File: src/include/rbo_params.svh
/*
 * offsets, field positions, reset values and fifo figures of the
 * receive byte ordering and phase compensation block.
 * assumes a byte-addressed register port with 32-bit words.
 */
`ifndef RBO_PARAMS_SVH
`define RBO_PARAMS_SVH

// ***********************************
// register offsets
// ***********************************
`define RBO_ADDR_CTRL      8'h00
`define RBO_ADDR_PATTERN   8'h04
`define RBO_ADDR_STATUS    8'h08

// ***********************************
// control fields
// ***********************************
`define RBO_CTRL_DESER_EN  0
`define RBO_CTRL_DWIDTH    1
`define RBO_CTRL_USER_ORD  2
`define RBO_CTRL_ORD_EN    3
`define RBO_CTRL_HI_LAT    4
`define RBO_CTRL_CLKCFG_LO 5
`define RBO_CTRL_CLKCFG_HI 6
`define RBO_CTRL_CORE_INST 7
`define RBO_CTRL_RESET     32'h0000_0009

// ***********************************
// pattern fields: order pattern low half, pad high half
// ***********************************
`define RBO_PAT_LO         0
`define RBO_PAT_HI         15
`define RBO_PAD_LO         16
`define RBO_PAD_HI         31
`define RBO_PATTERN_RESET  32'h0000_0000

// ***********************************
// fifo depths and read start levels
// ***********************************
`define RBO_FIFO_DEPTH_LO  4'h4
`define RBO_FIFO_DEPTH_HI  4'h8
`define RBO_FIFO_START_LO  4'h2
`define RBO_FIFO_START_HI  4'h4

`endif

File: src/include/rbo_pkg.sv
/*
 * types of the receive byte ordering and phase compensation block.
 * assumes nothing of its surroundings.
 */
package rbo_pkg;

   typedef enum logic [1:0] {
      rbo_clk_nb_rm,
      rbo_clk_nb_norm,
      rbo_clk_bond4,
      rbo_clk_bond8
   } rbo_clk_cfg_type;

   typedef enum logic {
      rbo_ord_idle,
      rbo_ord_search
   } rbo_ord_state_type;

endpackage

File: src/rtl/rbo_fifo.sv
/*
 * phase compensation fifo, eight entries, four or eight in use.
 * assumes write enable and read tick come from logic on mclk.
 */
`timescale 1ns/1ps
`default_nettype none
`include "rbo_params.svh"

module rbo_fifo #(
   parameter int W = 33
) (
   input  wire logic         mclk,
   input  wire logic         rstn,
   input  wire logic         hi_lat,
   input  wire logic         wr_en,
   input  wire logic [W-1:0] wr_data,
   input  wire logic         rd_tick,
   output logic      [W-1:0] rd_data_ff,
   output logic              rd_valid_ff,
   output logic              err_ff
);

   logic [W-1:0] mem [0:7];
   logic [2:0]   wp_ff;
   logic [2:0]   rp_ff;
   logic [3:0]   cnt_ff;
   logic         primed_ff;
   wire  [3:0]   lim   = hi_lat ? `RBO_FIFO_DEPTH_HI : `RBO_FIFO_DEPTH_LO;
   wire  [3:0]   start = hi_lat ? `RBO_FIFO_START_HI : `RBO_FIFO_START_LO;
   wire          full  = (cnt_ff >= lim);
   wire          empty = (cnt_ff == 4'h0);
   wire          do_wr = wr_en && !full;
   wire          do_rd = rd_tick && primed_ff && !empty;
   wire  [2:0]   wp_nxt = hi_lat ? wp_ff + 3'h1 : {1'b0, wp_ff[1:0] + 2'h1};
   wire  [2:0]   rp_nxt = hi_lat ? rp_ff + 3'h1 : {1'b0, rp_ff[1:0] + 2'h1};
   wire  [3:0]   nxt_cnt = cnt_ff + {3'h0, do_wr} - {3'h0, do_rd};

   // ***********************************
   // storage and pointers
   // ***********************************
   always_ff @(posedge mclk) begin
      if (do_wr) begin
         mem[wp_ff] <= wr_data;
      end
   end

   always_ff @(posedge mclk or negedge rstn) begin
      if (!rstn) begin
         wp_ff       <= 3'h0;
         rp_ff       <= 3'h0;
         cnt_ff      <= 4'h0;
         primed_ff   <= 1'b0;
         rd_data_ff  <= '0;
         rd_valid_ff <= 1'b0;
         err_ff      <= 1'b0;
      end else begin
         if (do_wr) begin
            wp_ff <= wp_nxt;
         end
         if (do_rd) begin
            rp_ff      <= rp_nxt;
            rd_data_ff <= mem[rp_ff];
         end
         rd_valid_ff <= do_rd;
         cnt_ff      <= nxt_cnt;
         // reads wait for the start level, fixing latency
         primed_ff   <= (nxt_cnt == 4'h0) ? 1'b0 : (primed_ff || nxt_cnt >= start);
         err_ff      <= full || empty;
      end
   end
endmodule

`default_nettype wire

File: src/rtl/rbo_top.sv
/*
 * receive byte deserializer, byte ordering and phase compensation
 * fifo of one transceiver channel, with its register port.
 * assumes upstream symbols, lock, trigger and clock ticks are
 * all produced by logic on mclk.
 */
// Summary of operation
// - deserializer pairs two received symbols into one word at half rate.
// - deserializer is required above core limit, else may be bypassed.
// - single-width and double-width symbol modes are both supported.
// - search for ordering pattern, pad when it sits in upper lane.
// - alignment mode restarts the search on each rising lock edge.
// - first match in upper lane inserts exactly one pad symbol.
// - first match in lower lane inserts no pad.
// - after handling first match, order done status is raised.
// - user mode starts ordering on rising edge of trigger input.
// - data and status pass through a phase compensation fifo.
// - low-latency fifo is four deep, two to three cycles latency.
// - high-latency fifo is eight deep, four to five cycles latency.
// - write tick chosen by configuration from four clock sources.
// - deserializer enabled halves the chosen write tick.
// - read tick from core read clock if present, else per configuration.
// - fifo error output rises when fifo is full or empty.
`timescale 1ns/1ps
`default_nettype none
`include "rbo_params.svh"

module rbo_top (
   input  wire logic        mclk,
   input  wire logic        rstn,
   input  wire logic [7:0]  reg_addr,
   input  wire logic [31:0] reg_wdata,
   input  wire logic        reg_wr,
   input  wire logic        reg_rd,
   output logic      [31:0] reg_rdata_ff,
   input  wire logic        in_valid,
   input  wire logic [15:0] in_data,
   input  wire logic        in_lock,
   input  wire logic        order_trig,
   input  wire logic        tick_tx,
   input  wire logic        tick_rec,
   input  wire logic        tick_central,
   input  wire logic        tick_master,
   input  wire logic        tick_core,
   output logic      [31:0] out_data_ff,
   output logic             out_done_ff,
   output logic             out_valid_ff,
   output logic             order_done_ff,
   output logic             fifo_err_ff
);

   // ***********************************
   // registers
   // ***********************************
   logic [31:0] ctrl_ff;
   logic [31:0] pat_ff;
   wire         sel_ctrl = (reg_addr == `RBO_ADDR_CTRL);
   wire         sel_pat  = (reg_addr == `RBO_ADDR_PATTERN);
   wire         sel_stat = (reg_addr == `RBO_ADDR_STATUS);
   wire         deser    = ctrl_ff[`RBO_CTRL_DESER_EN];
   wire         dw       = ctrl_ff[`RBO_CTRL_DWIDTH];
   wire         user_ord = ctrl_ff[`RBO_CTRL_USER_ORD];
   wire         ord_on   = ctrl_ff[`RBO_CTRL_ORD_EN] && deser;
   wire         hi_lat   = ctrl_ff[`RBO_CTRL_HI_LAT];
   wire         core_in  = ctrl_ff[`RBO_CTRL_CORE_INST];
   wire rbo_pkg::rbo_clk_cfg_type clk_cfg =
      rbo_pkg::rbo_clk_cfg_type'(ctrl_ff[`RBO_CTRL_CLKCFG_HI:`RBO_CTRL_CLKCFG_LO]);
   wire  [15:0] wmask    = dw ? 16'hffff : 16'h00ff;
   wire  [15:0] pat_sym  = pat_ff[`RBO_PAT_HI:`RBO_PAT_LO] & wmask;
   wire  [15:0] pad_sym  = pat_ff[`RBO_PAD_HI:`RBO_PAD_LO] & wmask;
   wire  [31:0] stat_word;
   wire  [31:0] rd_mux   = sel_ctrl ? ctrl_ff : sel_pat ? pat_ff : sel_stat ? stat_word : 32'h0000_0000;

   always_ff @(posedge mclk or negedge rstn) begin
      if (!rstn) begin
         ctrl_ff      <= `RBO_CTRL_RESET;
         pat_ff       <= `RBO_PATTERN_RESET;
         reg_rdata_ff <= 32'h0000_0000;
      end else begin
         if (reg_wr && sel_ctrl) begin
            ctrl_ff <= reg_wdata;
         end
         if (reg_wr && sel_pat) begin
            pat_ff <= reg_wdata;
         end
         reg_rdata_ff <= reg_rd ? rd_mux : 32'h0000_0000;
      end
   end

   // ***********************************
   // byte deserializer
   // ***********************************
   logic [15:0] lo_ff;
   logic        half_ff;
   wire  [15:0] sym     = in_data & wmask;
   wire         raw_vld = in_valid && (!deser || half_ff);
   wire  [15:0] raw_hi  = deser ? sym : 16'h0000;
   wire  [15:0] raw_lo  = deser ? lo_ff : sym;

   always_ff @(posedge mclk or negedge rstn) begin
      if (!rstn) begin
         lo_ff   <= 16'h0000;
         half_ff <= 1'b0;
      end else if (in_valid && deser) begin
         lo_ff   <= sym;
         half_ff <= !half_ff;
      end else if (!deser) begin
         half_ff <= 1'b0;
      end
   end

   function automatic logic [31:0] pack(input logic dwm, input logic [15:0] h, input logic [15:0] l);
      pack = dwm ? {h, l} : {16'h0000, h[7:0], l[7:0]};
   endfunction

   // ***********************************
   // byte ordering
   // ***********************************
   rbo_pkg::rbo_ord_state_type ord_ff;
   logic        shift_ff;
   logic [15:0] held_ff;
   logic        lock_d_ff;
   logic        trig_d_ff;
   wire         srch     = (ord_ff == rbo_pkg::rbo_ord_search);
   wire         lock_up  = in_lock && !lock_d_ff;
   wire         trig_up  = order_trig && !trig_d_ff;
   wire         restart  = ord_on && (user_ord ? trig_up : lock_up);
   wire         match_lo = (raw_lo == pat_sym);
   wire         match_hi = (raw_hi == pat_sym);
   wire         hit_lo   = ord_on && srch && raw_vld && !restart && match_lo;
   wire         hit_hi   = ord_on && srch && raw_vld && !restart && !match_lo && match_hi;
   wire  [31:0] raw_word = pack(dw, raw_hi, raw_lo);
   wire  [31:0] ord_word = hit_lo ? raw_word :
                           hit_hi ? pack(dw, raw_lo, pad_sym) :
                           (ord_on && shift_ff) ? pack(dw, raw_lo, held_ff) : raw_word;

   always_ff @(posedge mclk or negedge rstn) begin
      if (!rstn) begin
         ord_ff        <= rbo_pkg::rbo_ord_idle;
         shift_ff      <= 1'b0;
         held_ff       <= 16'h0000;
         lock_d_ff     <= 1'b0;
         trig_d_ff     <= 1'b0;
         order_done_ff <= 1'b0;
      end else begin
         lock_d_ff <= in_lock;
         trig_d_ff <= order_trig;
         if (raw_vld) begin
            held_ff <= raw_hi;
         end
         if (hit_lo) begin
            shift_ff <= 1'b0;
         end else if (hit_hi) begin
            shift_ff <= 1'b1;
         end
         case (ord_ff)
            rbo_pkg::rbo_ord_idle: begin
               if (restart) begin
                  ord_ff        <= rbo_pkg::rbo_ord_search;
                  order_done_ff <= 1'b0;
               end
            end
            rbo_pkg::rbo_ord_search: begin
               if (restart) begin
                  order_done_ff <= 1'b0;
               end else if (hit_lo || hit_hi) begin
                  ord_ff        <= rbo_pkg::rbo_ord_idle;
                  order_done_ff <= 1'b1;
               end else if (!ord_on) begin
                  ord_ff <= rbo_pkg::rbo_ord_idle;
               end
            end
            default: begin
               ord_ff <= rbo_pkg::rbo_ord_idle;
            end
         endcase
      end
   end

   // ***********************************
   // clock selection for fifo ends
   // ***********************************
   logic        div_ff;
   wire         wsel = (clk_cfg == rbo_pkg::rbo_clk_nb_rm)   ? tick_tx :
                       (clk_cfg == rbo_pkg::rbo_clk_nb_norm) ? tick_rec :
                       (clk_cfg == rbo_pkg::rbo_clk_bond4)   ? tick_central : tick_master;
   wire         wr_tick = wsel && (!deser || div_ff);
   wire         rsel = (clk_cfg == rbo_pkg::rbo_clk_nb_rm)   ? tick_tx :
                       (clk_cfg == rbo_pkg::rbo_clk_nb_norm) ? tick_rec :
                       (clk_cfg == rbo_pkg::rbo_clk_bond4)   ? tick_central : tick_master;
   wire         rd_tick = core_in ? tick_core : rsel;

   always_ff @(posedge mclk or negedge rstn) begin
      if (!rstn) begin
         div_ff <= 1'b0;
      end else if (wsel) begin
         div_ff <= !div_ff;
      end
   end

   // ***********************************
   // staging and fifo
   // ***********************************
   logic [31:0] stage_ff;
   logic        stage_vld_ff;
   wire         wr_en = stage_vld_ff && wr_tick;
   wire  [32:0] fifo_q;

   always_ff @(posedge mclk or negedge rstn) begin
      if (!rstn) begin
         stage_ff     <= 32'h0000_0000;
         stage_vld_ff <= 1'b0;
      end else if (raw_vld) begin
         stage_ff     <= ord_word;
         stage_vld_ff <= 1'b1;
      end else if (wr_en) begin
         stage_vld_ff <= 1'b0;
      end
   end

   rbo_fifo #(
      .W (33)
   ) u_fifo (
      .mclk        (mclk),
      .rstn        (rstn),
      .hi_lat      (hi_lat),
      .wr_en       (wr_en),
      .wr_data     ({order_done_ff, stage_ff}),
      .rd_tick     (rd_tick),
      .rd_data_ff  (fifo_q),
      .rd_valid_ff (out_valid_ff),
      .err_ff      (fifo_err_ff)
   );

   assign out_data_ff = fifo_q[31:0];
   assign out_done_ff = fifo_q[32];
   assign stat_word   = {28'h0000_000, shift_ff, srch, fifo_err_ff, order_done_ff};
endmodule

`default_nettype wire

File: config.mk
export PLATFORM = sky130hd
export DESIGN_NAME = rbo_top
export DESIGN_NICKNAME = d
export VERILOG_FILES = /design/src/include/rbo_pkg.sv /design/src/rtl/rbo_fifo.sv /design/src/rtl/rbo_top.sv
export VERILOG_INCLUDE_DIRS = /design/src /design/src/include
export SDC_FILE = /design/constraint.sdc
export NUM_CORES = 1
export LEC_CHECK = 0
export BUFFER_PORTS_ARGS = -buffer_cell sky130_fd_sc_hd__buf_2
export CAP_MARGIN = 20
export CORE_MARGIN = 2
export CORE_UTILIZATION = 50
export DETAILED_ROUTE_END_ITERATION = 10
export PLACE_DENSITY_LB_ADDON = 0.12
export SYNTH_ARGS = -nofsm -noshare
export SYNTH_HDL_FRONTEND = slang
export SYNTH_SLANG_ARGS = --single-unit
File: constraint.sdc
create_clock -name mclk -period 5 [get_ports mclk]
set_input_delay 0.75 -clock mclk [delete_from_list [all_inputs] [get_ports mclk]]
set_output_delay 0.75 -clock mclk [all_outputs]
set_load 0.02 [all_outputs]
Yosys cells after proc, flatten, opt, wreduce, memory -nomap -nowiden. Memories as Yosys holds them, arrays and structs flattened. A register that Yosys moved wholly into a read port is not among the register bits. Index checks and enable logic that the tools add are counted.

Register bits after elaboration: 181. Bits in writable memories: 264. Input bits: 68. Output and inout port bits: 68. Memories: 1.

Memories: u_fifo.mem (depth 8, bits a word 33, read ports 1, clocked after memory_dff 1, write ports 1, RTL line rbo_fifo.sv:23) `logic [W-1:0] mem [0:7];`.

Add/sub/neg operators: 6. Order comparisons: 2. Equality and inequality tests: 9. Mux-type cells: 40. Bitwise gates (word level): 4. Reductions and logical operators: 42.

Operator list (count): two-way mux 32 bit (9); AND 16 bit (3); two-way mux 16 bit (3); equality test 16 bit (2); two-way mux 1 bit (21); logical AND 1 bit (20); zero test 1 bit (10); two-way mux 3 bit (3); equality test 8 x 3 -> 1 bit, second input constant (1); equality test 8 x 4 -> 1 bit, second input constant (1); greater-or-equal comparator 4 bit (2); zero test 4 bit (2); zero test 8 bit (1); two-way mux 4 bit (2); adder 3 x 1 -> 3 bit, second input constant (2); logical OR 1 bit (5); adder 2 x 1 -> 2 bit, second input constant (2); adder 4 x 1 -> 4 bit (1); case mux 1 bit (2 select lines) (2); nonzero test 2 bit (2); subtractor 4 x 1 -> 4 bit (1); != test 3 x 1 -> 1 bit, second input constant (1); equality test 2 x 1 -> 1 bit, second input constant (1); equality test 2 bit, second input constant (1); 5 further kinds (5).

Logic depth before layout (Yosys ltp). Gate-level depths: netlist of run 1.

Depth after elaboration: 12. Gate-level depth with buffers: 16.

Cells and area by module. From an unflattened synthesis of run 1, not the netlist that was laid out.

Cell total of the unflattened synthesis: 1435. Area total of the unflattened synthesis: 20125.6 um^2.

By module, submodules not included: rbo_fifo (times used 1, cells an instance 715, area an instance 12094.1 um^2, sequential area each 9078.7 um^2); rbo_top (times used 1, cells an instance 720, area an instance 8031.5 um^2, sequential area each 4206.5 um^2).

Worst setup path before layout of run 1. No wires, ideal clock.

Path kind: input-to-reg. From: input tick_rec. To: memory u_fifo.mem[2][0], enable pin. Setup time: 0.471 ns. Arrival: 4.171 ns. Path slack: 0.358 ns. Cell stages on the path: 6. Cells stage by stage: mux4_2 > a21boi_1 > and3_1 > clkbuf_1 > nand2_1 > nor3b_1.

Longest elaborated chain between the ends: 7.

RTL lines: start: declaration (RTL line rbo_top.sv:41) `input wire logic tick_rec,`; two-way mux 1 bit (RTL line rbo_top.sv:185) `(clk_cfg == rbo_pkg::rbo_clk_nb_norm) ? tick_rec :`; two-way mux 1 bit (RTL line rbo_top.sv:184) `wire wsel = (clk_cfg == rbo_pkg::rbo_clk_nb_rm) ? tick_tx :`; logical AND 1 bit (RTL line rbo_top.sv:187) `wire wr_tick = wsel && (!deser || div_ff);`; logical AND 1 bit (RTL line rbo_top.sv:206) `wire wr_en = stage_vld_ff && wr_tick;`; logical AND 1 bit (RTL line rbo_fifo.sv:32) `wire do_wr = wr_en && !full;`; named net u_fifo.do_wr (RTL line rbo_fifo.sv:32); two-way mux 1 bit (RTL line rbo_fifo.sv:42) `if (do_wr) begin`; two-way mux 1 bit (not written as such) (RTL line rbo_fifo.sv:43) `mem[wp_ff] <= wr_data;`; end: declaration (RTL line rbo_fifo.sv:23).

The timed path passes the listed nets, and every way through them passes these cells.

Final worst setup path of run 1.
From: register ctrl_ff[0]. To: register stage_ff[8].

Longest elaborated chain between the ends: 9.

RTL lines: start: declaration (RTL line rbo_top.sv:55) `logic [31:0] ctrl_ff;`; start signal: assignment (RTL line rbo_top.sv:76) `` ctrl_ff <= `RBO_CTRL_RESET; ``; start signal: assignment (RTL line rbo_top.sv:81) `ctrl_ff <= reg_wdata;`; parallel branches: the longest is 9 deep, another holds two-way mux 32 bit; end signal: assignment (RTL line rbo_top.sv:214) `stage_ff <= ord_word;`; end: declaration (RTL line rbo_top.sv:204) `logic [31:0] stage_ff;`.

Several ways; the timed one is not identified. A chain may end at the register's enable or synchronous reset.

==> results of run 1 <==
-- cell usage in the layout, fill, tap and decap left out, types with 8 or more instances in the layout --
cell / count
dfrtp_1: 209
nor3_1: 9
clkbuf_1: 12
a32o_1: 8
nand2_1: 94
o21ai_1: 10
mux2i_1: 81
a221o_1: 9
edfxtp_1: 264
o21ai_0: 48
clkbuf_16: 49
mux4_2: 67
mux2_2: 77
buf_4: 31
o211ai_1: 24
inv_1: 37
a22oi_1: 10
ha_1: 11
nor2b_1: 11
buf_2: 134
a21oi_1: 74
xnor2_1: 16
o2111ai_1: 9
nor2_1: 100
-- worst paths after layout --
kind,cells past startpoint,end,slack (ns)
hold reg to reg,2,held_ff[3]$_DFFE_PN0P_,0.48
setup reg to reg,7,stage_ff[8]$_DFFE_PN0P_,1.27
hold / removal,1,u_fifo.wp_ff[0]$_DFFE_PN0P_,0.04
min in group mclk,1,lock_d_ff$_DFF_PN0_,0.28
max in group asynchronous,2,stage_ff[6]$_DFFE_PN0P_,3.88
setup / recovery,7,stage_ff[8]$_DFFE_PN0P_,1.27
-- state kept, by name, summed over array words and instances (netlist names) --
register	flops
ctrl_ff	32
div_ff	1
half_ff	1
held_ff	16
lo_ff	16
lock_d_ff	1
ord_ff	1
order_done_ff	1
pat_ff	32
reg_rdata_ff	32
shift_ff	1
stage_ff	32
stage_vld_ff	1
trig_d_ff	1
u_fifo.cnt_ff	4
u_fifo.err_ff	1
u_fifo.mem	264
u_fifo.primed_ff	1
u_fifo.rd_data_ff	33
u_fifo.rd_valid_ff	1
u_fifo.rp_ff	3
u_fifo.wp_ff	3
-- Yosys cell counts (all sizes together) (2+ instances only) --
cell type,number
nand2b,4
a21oi,75
nor3b,5
xnor2,16
ha,11
mux2,77
a21boi,2
nor3,13
o31ai,3
dfrtp,212
nand2,94
edfxtp,264
and2,5
a2111oi,3
o211ai,25
nor2,105
o2111ai,9
inv,38
a211oi,4
clkbuf,48
a21o,2
o21ai,59
dfstp,2
nand3,7
mux2i,81
o41ai,3
a2bb2oi,3
buf,34
xor2,5
and3,3
nor4,6
o22ai,6
nand4,2
a32o,8
a31oi,3
mux4,67
a221o,9
nor2b,11
o221ai,2
a22oi,10
-- cell type report --
| cell class | count | share of cell area |
|---|---|---|
| Multi-Input combinational cell | 754 | 0.274 |
| Timing Repair Buffer | 167 | 0.0408 |
| Tap cell | 525 | 0.0286 |
| Sequential cell | 478 | 0.578 |
| Inverter | 39 | 0.00636 |
| Clock buffer | 68 | 0.0595 |
| Clock inverter | 22 | 0.0131 |
-- metrics by stage --
stage | instance area (um^2) | hold WS, ns | worst slack (ns) | power [uW]
6_report | 23000 | 0.0412 | 1.27 | 12100
3_3_place_gp | 21300 | 0.463 | 1.40 | 8350
4_1_cts | 23000 | 0.0224 | 1.28 | 12200
5_1_grt | 23000 | 0.0327 | 1.03 | 12700
2_1_floorplan | 20000 | 0.448 | 0.358 | 7440
3_5_place_dp | 21300 | 0.468 | 1.32 | 8410
-- cell families after synthesis --
family	count (synthesis)
muxes	225
adders and majority gates	12
and+or+nand+nor	261
AOI/OAI and AO/OA	235
xor gates and xnor gates	21
buffers and inverters	121
DFF	478
-- power by group through the flow --
| stage | clock, uW | sequential, uW | combinational [uW] |
|---|---|---|---|
| floorplan | 0 | 5540 | 1890 |
| global placement | 0 | 5750 | 2600 |
| detailed placement | 0 | 5790 | 2620 |
| CTS | 3870 | 5710 | 2630 |
| global route | 4020 | 5810 | 2850 |
| finish | 3780 | 5700 | 2590 |
-- layer usage --
layer / wire, um / GRT usage / up-vias
met5: 0 / 0 / -
met4: 1360 / 0.0753 / 0
met3: 2520 / 0.0458 / 79
met2: 21900 / 0.370 / 301
met1: 20700 / 0.320 / 5881
li1: - / - / 5377
==> flow_metrics.py, run 1 <==
metrics = {
    "status": {
        "status": "completed",
    },
    "setup_path": {
        "path_delay_family": "compound AO/OA/AOI/OAI gates",
        "path_max_fanout": 35,
        "r2r_start": "ctrl_ff[0]$_DFFE_PN1P_",
        "crit_buf_inv": 0,
        "cp_slowest_stage_delay_ns": 1.04,
        "cp-end-kind": "register",
        "slowest_stage": "dfstp_2",
        "cp.arrival_ns": 4.23,
        "critical_path.startpoint": "ctrl_ff[0]$_DFFE_PN1P_",
        "required_ns": 5.50,
        "path_class": "reg2reg",
        "worstPathCellList": "mux2i_1 -> xnor2_1 -> nor4_2 -> nand3_1 -> o211ai_2 -> o31a_2 -> a32o_1",
        "startpoint_type": "register",
    },
    "yosys": {
        "seq_area_frac_synth": 0.664,
        "postSynthCellCount": 1353,
        "ys_ff_latch": 478,
        "synth-async-reset-ratio": 0.448,
        "synth_top_family_by_area": "multiplexers",
        "synth.largest_area_cell": "edfxtp_1",
        "yosysWarnings": 0,
        "synthAdderAreaFrac": 0.00788,
        "synthSimpleGateAreaFrac": 0.0573,
        "synth_area_leaders": "edfxtp_1 40%, dfrtp_1 27%, mux4_2 7.5%, mux2_2 4.3%, mux2i_1 4.1%",
        "yosys_most_used_dff": "edfxtp_1",
        "syn_nets": 1433,
        "synth_cell_types": 71,
        "synthMuxAreaShare": 0.159,
        "synth_area_mm2": 0.0200,
        "syn_avg_cell_area_um2": 14.8,
        "synth_compound_area_frac": 0.0773,
        "synth-xor-area-share": 0.00919,
        "synth-edff-count": 264,
        "synth_top_area_share": 0.396,
    },
    "cells_and_area": {
        "multi_input_area_mm2": 0.00630,
        "final_cells": 2053,
        "utilization": 0.580,
        "antennaDiodeCount": 0,
        "finalNetCount": 1569,
        "area_growth_syn_to_layout_pct": 14.9,
        "drive_gt1_frac": 0.272,
        "regArea_mm2": 0.0133,
        "nFillCells": 3196,
    },
    "grt": {
        "grt_overflow": 0,
        "grtUsageTotal": 0.231,
        "grt_pass1_wl_um": 72100,
        "antenna_found_initial": 0,
        "grt_start_max_net_pins": 125,
        "grt_pass1_vias": 12000,
    },
    "placed_design": {
        "hpwl_um": 29600,
        "io_buffers": 135,
        "dp.cells": 1963,
        "routabilityCongestion": 0.893,
    },
    "timing": {
        "report.final.hold_viol_count": 0,
        "skew_ns": 0.0312,
        "setup_viol": 0,
        "slew_headroom": 0.271,
        "min_period_ns": 3.73,
        "period_share": 0.745,
        "rsz0062_at_grt": "no",
        "fmax_ghz": 0.268,
        "final_max_slew_viol_count": 0,
        "setup_tns_ns": 0,
        "worstMarginPinSlew_ns": 1.09,
    },
    "floorplan": {
        "fp-row-count": 73,
        "dieArea_mm2": 0.0416,
        "fp.dieW_um": 204,
        "die_h_um": 204,
        "ioPinCount": 136,
        "initial_core_util": 0.505,
        "core_mm2": 0.0396,
    },
    "drt": {
        "totalWireLength_um": 46400,
        "first_iter_violations": 788,
        "ant_nets": 0,
        "first_pass_iters": 7,
        "vias": 11600,
        "via_per_inst": 5.67,
        "remaining_drc_errors": 0,
        "routedWlPerCell_um": 22.6,
    },
    "power_and_ir_drop": {
        "peakVddDrop_v": 0.000324,
        "swShare": 0.299,
        "p_clk_frac": 0.314,
        "switchingPower_uw": 3610,
        "p_leak_uw": 0.00915,
        "pwr-share-seq": 0.472,
        "power_density_mw_per_mm2": 525,
        "intPower_uw": 8460,
        "comb_power_share": 0.214,
    },
    "clock_tree": {
        "post_cts_resized": 0,
        "clk_pin_slew_ns": 0.06,
        "clk_latency_ns": 0.59,
        "post_cts_buffers": 0,
        "clockBufferDepth": 3,
        "cts_buffers": 49,
        "ctsHoldBuffers": 0,
        "clock-sinks": 478,
        "htree_num_levels": 2,
        "cts_tree": "done",
        "cts_root_buf": "clkbuf_16",
    },
    "flow_run": {
        "maxCapViolCount": 0,
    },
    "min_path": {
        "hold_path.class": "in2async",
    },
}
Note: power is estimated with default switching activity, not from simulation.
==> run 2, diff against run 1 <==
==> constraint.sdc (replaced) <==
create_clock -name mclk -period 3 [get_ports mclk]
set_input_delay 0.45 -clock mclk [delete_from_list [all_inputs] [get_ports mclk]]
set_output_delay 0.45 -clock mclk [all_outputs]
set_load 0.02 [all_outputs]
==> flow_metrics.py, run 2 (synthesis gave the netlist of run 1 again) <==
metrics = {
    "timing": {
        "setup_viol": 0,
        "min_period_ns": 2.93,
        "fmax_ghz": 0.341,
        "setup_tns_ns": 0,
        "period_share": 0.977,
        "final_max_slew_viol_count": 0,
        "skew_ns": 0.00890,
        "slew_headroom": 0.436,
        "report.final.hold_viol_count": 0,
        "rsz0062_at_grt": "yes",
        "worstMarginPinSlew_ns": 0.845,
        "setup_ws_ns": 0.0697,
    },
    "setup_path": {
        "cp.arrival_ns": 3.39,
        "cp-end-kind": "register",
        "required_ns": 3.46,
        "startpoint_type": "register",
        "critical_path.startpoint": "ctrl_ff[5]$_DFFE_PN0P_",
        "path_max_fanout": 3,
        "r2r_start": "ctrl_ff[5]$_DFFE_PN0P_",
        "regToRegSetupSlack_ns": 0.07,
        "path_class": "reg2reg",
    },
    "clock_tree": {
        "clock-sinks": 478,
        "post_cts_buffers": 0,
        "cts_tree": "done",
        "cts_buffers": 48,
        "clk_latency_ns": 0.58,
        "cts_root_buf": "clkbuf_16",
        "clockBufferDepth": 3,
        "htree_num_levels": 2,
        "clk_pin_slew_ns": 0.06,
    },
    "placed_design": {
        "hpwl_um": 29800,
        "dp.cells": 1998,
        "io_buffers": 135,
        "routabilityCongestion": 0.944,
        "dp_slack_ns": -0.0767,
    },
    "power_and_ir_drop": {
        "p_total_uw": 19900,
        "p_leak_uw": 0.00937,
        "power_density_mw_per_mm2": 849,
        "peakVddDrop_v": 0.000425,
    },
    "drt": {
        "ant_nets": 0,
        "remaining_drc_errors": 0,
        "routedWlPerCell_um": 21.8,
        "via_per_inst": 5.67,
        "vias": 11800,
        "first_iter_violations": 769,
        "totalWireLength_um": 45600,
        "first_pass_iters": 5,
    },
    "floorplan": {
        "fp-row-count": 73,
        "dieArea_mm2": 0.0416,
        "core_mm2": 0.0396,
        "die_h_um": 204,
        "initial_core_util": 0.505,
        "fp.dieW_um": 204,
        "ioPinCount": 136,
    },
    "grt": {
        "antenna_found_initial": 0,
        "grtUsageTotal": 0.229,
        "grt_overflow": 0,
        "grt_pass1_wl_um": 72100,
        "grt_pass1_vias": 12300,
        "grt_start_max_net_pins": 84,
    },
    "min_path": {
        "hp-start": "reg_wdata[4]",
        "hold_path.class": "in2reg",
    },
    "cells_and_area": {
        "area_growth_syn_to_layout_pct": 17.2,
        "top_register": "u_fifo.mem",
        "final_cell_mix": "264 x edfxtp_1, 209 x dfrtp_1, 134 x buf_2",
        "finalNetCount": 1606,
        "nFillCells": 3205,
        "antennaDiodeCount": 0,
        "mostFrequentLayoutCell": "edfxtp_1",
        "largest_reg_flops": 264,
        "utilization": 0.591,
        "top_regs": "u_fifo.mem: 264 flops, u_fifo.rd_data_ff: 33 flops",
        "final_cells": 2090,
        "drive_gt1_frac": 0.290,
    },
    "status": {
        "status": "completed",
    },
    "flow_run": {
        "maxCapViolCount": 0,
    },
}
==> run 2: cell type report <==
| cell class | instances | area, um^2 | share of cell area |
|---|---|---|---|
| multi-input combinational | 754 | 6390 | 0.273 |
| clock buffer | 65 | 1330 | 0.0566 |
| tap | 525 | 657 | 0.0280 |
| inverter | 39 | 146 | 0.00624 |
| sequential | 478 | 13300 | 0.567 |
| timing repair buffer | 205 | 1420 | 0.0605 |
| clock inverter | 24 | 206 | 0.00881 |
==> run 2: final timing paths <==
path	cells past startpoint	to
setup reg to reg	13	u_fifo.primed_ff$_DFF_PN0_
max in group asynchronous	3	u_fifo.rp_ff[0]$_DFFE_PN0P_
hold reg to reg	2	held_ff[1]$_DFFE_PN0P_
setup / recovery	13	u_fifo.primed_ff$_DFF_PN0_
hold / removal	3	ctrl_ff[4]$_DFFE_PN0P_
min in group asynchronous	2	u_fifo.rd_data_ff[24]$_DFFE_PN0P_
==> run 2: per-stage QoR <==
step                      hold slack, ns  instance area (um^2)
final                              0.102                 23400
after CTS                         0.0672                 23400
after floorplan                    0.154                 20100
after detailed placement           0.317                 21900
after global placement             0.315                 21900
after global routing               0.102                 23400
==> run 2: worst max-delay path, cell delays in order (launching register included) <==
cell      delay, ns
dfrtp_1        0.39
mux4_2         0.53
mux2i_2        0.21
nor2_4         0.06
ha_4           0.21
inv_2          0.06
ha_4           0.13
inv_2          0.03
fa_2           0.55
ha_4           0.20
inv_1          0.04
o21ai_0        0.07
a211oi_1       0.23
o21bai_1       0.09
==> run 2: layer usage <==
metal / track usage / up-vias / share of wire / routed length, um
li1: - / 5435 / - / -
met1: 0.310 / 6083 / 0.44 / 20100
met2: 0.379 / 261 / 0.49 / 22500
met3: 0.0297 / 70 / 0.036 / 1620
met4: 0.0888 / 0 / 0.030 / 1370
met5: 0 / - / 0 / 0
==> run 2: power by group <==
part / internal, uW / switching, uW / leakage [uW] / total, uW
Sequential: 8290 / 1120 / 0.00510 / 9410
Clock: 3360 / 2440 / 0.000753 / 5810
Combinational: 2230 / 2450 / 0.00352 / 4680
==> run 2: timing repair <==
action,CTS,global route
gates resized for setup,0,3
endpoints found under the setup margin,0,14
hold buffers,3,0
endpoints found under the hold margin,25,0
==> run 3, diff against run 2 <==
==> constraint.sdc (replaced) <==
create_clock -name mclk -period 2.9 [get_ports mclk]
set_input_delay 0.435 -clock mclk [delete_from_list [all_inputs] [get_ports mclk]]
set_output_delay 0.435 -clock mclk [all_outputs]
set_load 0.02 [all_outputs]
==> flow_metrics.py, run 3 (synthesis gave the netlist of run 1 again) <==
metrics = {
    "placed_design": {
        "routabilityCongestion": 0.916,
        "dp_slack_ns": -0.122,
        "hpwl_um": 29500,
        "io_buffers": 135,
    },
    "drt": {
        "first_iter_violations": 708,
        "routedWlPerCell_um": 21.9,
        "vias": 11900,
        "ant_nets": 0,
        "totalWireLength_um": 45900,
        "via_per_inst": 5.68,
        "first_pass_iters": 5,
        "remaining_drc_errors": 0,
    },
    "clock_tree": {
        "cts_root_buf": "clkbuf_16",
        "clock-sinks": 478,
        "clk_pin_slew_ns": 0.06,
        "clk_latency_ns": 0.58,
        "htree_num_levels": 2,
        "cts_buffers": 49,
        "cts_tree": "done",
        "clockBufferDepth": 3,
    },
    "min_path": {
        "holdPathStages": 3,
        "hold_path.class": "in2reg",
        "hp-start": "reg_wdata[0]",
        "hold-path-endpoint": "ctrl_ff[0]$_DFFE_PN1P_",
    },
    "flow_run": {
        "maxCapViolCount": 0,
    },
    "power_and_ir_drop": {
        "p_leak_uw": 0.00944,
        "peakVddDrop_v": 0.000483,
        "power_density_mw_per_mm2": 883,
    },
    "floorplan": {
        "fp.dieW_um": 204,
        "initial_core_util": 0.505,
        "fp-row-count": 73,
        "die_h_um": 204,
        "ioPinCount": 136,
        "core_mm2": 0.0396,
        "dieArea_mm2": 0.0416,
    },
    "grt": {
        "grt_start_max_net_pins": 72,
        "grtUsageTotal": 0.228,
        "antenna_found_initial": 0,
        "grt_pass1_wl_um": 71500,
        "grt_overflow": 0,
        "grt_pass1_vias": 12100,
    },
    "setup_path": {
        "r2r_start": "ctrl_ff[5]$_DFFE_PN0P_",
        "required_ns": 3.40,
        "regToRegSetupSlack_ns": 0.11,
        "cp.arrival_ns": 3.29,
        "path_class": "reg2reg",
        "startpoint_type": "register",
        "reg2regPathDepth": 13,
        "r2r-end": "u_fifo.primed_ff$_DFF_PN0_",
        "path_max_fanout": 2,
        "cp-end-kind": "register",
    },
    "timing": {
        "worstMarginPinSlew_ns": 0.894,
        "setup_viol": 0,
        "period_share": 0.961,
        "final_max_slew_viol_count": 0,
        "fmax_ghz": 0.359,
        "slew_headroom": 0.404,
        "report.final.hold_viol_count": 0,
        "skew_ns": 0.0147,
        "setup_tns_ns": 0,
        "min_period_ns": 2.79,
        "rsz0062_at_grt": "yes",
        "setup_ws_ns": 0.113,
        "hold_slack_ns": 0.0854,
    },
    "cells_and_area": {
        "final_cell_mix": "264 x edfxtp_1, 209 x dfrtp_1, 134 x buf_2",
        "top_register": "u_fifo.mem",
        "mostFrequentLayoutCell": "edfxtp_1",
        "finalNetCount": 1616,
        "drive_gt1_frac": 0.300,
        "largest_reg_flops": 264,
        "antennaDiodeCount": 0,
        "top_regs": "u_fifo.mem: 264 flops, u_fifo.rd_data_ff: 33 flops",
        "area_growth_syn_to_layout_pct": 18.0,
        "utilization": 0.596,
    },
    "status": {
        "status": "completed",
    },
}
run 3: worst max path at each step:
stage / slack [ns] / start / to
floorplan: -0.04 / tick_master / u_fifo.primed_ff$_DFF_PN0_
global placement: -0.05 / tick_master / u_fifo.primed_ff$_DFF_PN0_
detailed placement: -0.12 / tick_master / u_fifo.primed_ff$_DFF_PN0_
CTS: 0.02 / ctrl_ff[5]$_DFFE_PN0P_ / u_fifo.primed_ff$_DFF_PN0_
global route: -0.02 / ctrl_ff[5]$_DFFE_PN0P_ / u_fifo.primed_ff$_DFF_PN0_
finish: 0.11 / ctrl_ff[5]$_DFFE_PN0P_ / u_fifo.primed_ff$_DFF_PN0_
run 3: routing by layer:
| metal | wire length (um) | global-route usage |
|---|---|---|
| met1 | 20300 | 0.315 |
| met2 | 22100 | 0.373 |
| met5 | 0 | 0 |
| met4 | 1380 | 0.0730 |
| met3 | 2190 | 0.0402 |
run 3: final cells by class:
class	count	area [um^2]
clock buffers	76	1450
clock inverters	14	158
fillers	3189	16000
inverters	39	146
multi-input cells	754	6410
flip-flops and latches	478	13300
well taps	525	657
repair buffers	214	1500
run 3: worst max-delay path, cell delays in order (launching register included):
cell and delay [ns]:
dfrtp_1 0.37, mux4_2 0.55, mux2i_4 0.19, nor2_4 0.06
ha_4 0.26, inv_2 0.03, ha_4 0.15, inv_2 0.05
fa_2 0.45, ha_4 0.28, inv_2 0.03, o21ai_2 0.12
a211oi_2 0.08, o21bai_1 0.11
run 3: what timing repair did:
| item | 4_1_cts | 5_1_grt |
|---|---|---|
| resized for setup | 2 | 6 |
| endpoints found under the hold margin | 59 | 0 |
| setup endpoints to repair | 8 | 11 |
| buffers inserted | 0 | 2 |
| hold buffers | 3 | 0 |
run 3: where the power goes:
part           internal (uW)  switching [uW]
clock                   3700            2530
combinational           2350            2650
sequential              8580            1060
run 3: per-stage QoR:
stage                     area, um^2  power (uW)  std cells
after global placement         21900       14700       2005
after detailed placement       21900       14800       2005
after floorplan                20200       13000       1353
after CTS                      23600       21100       2098
final                          23600       20900       2100
after global routing           23600       22000       2100
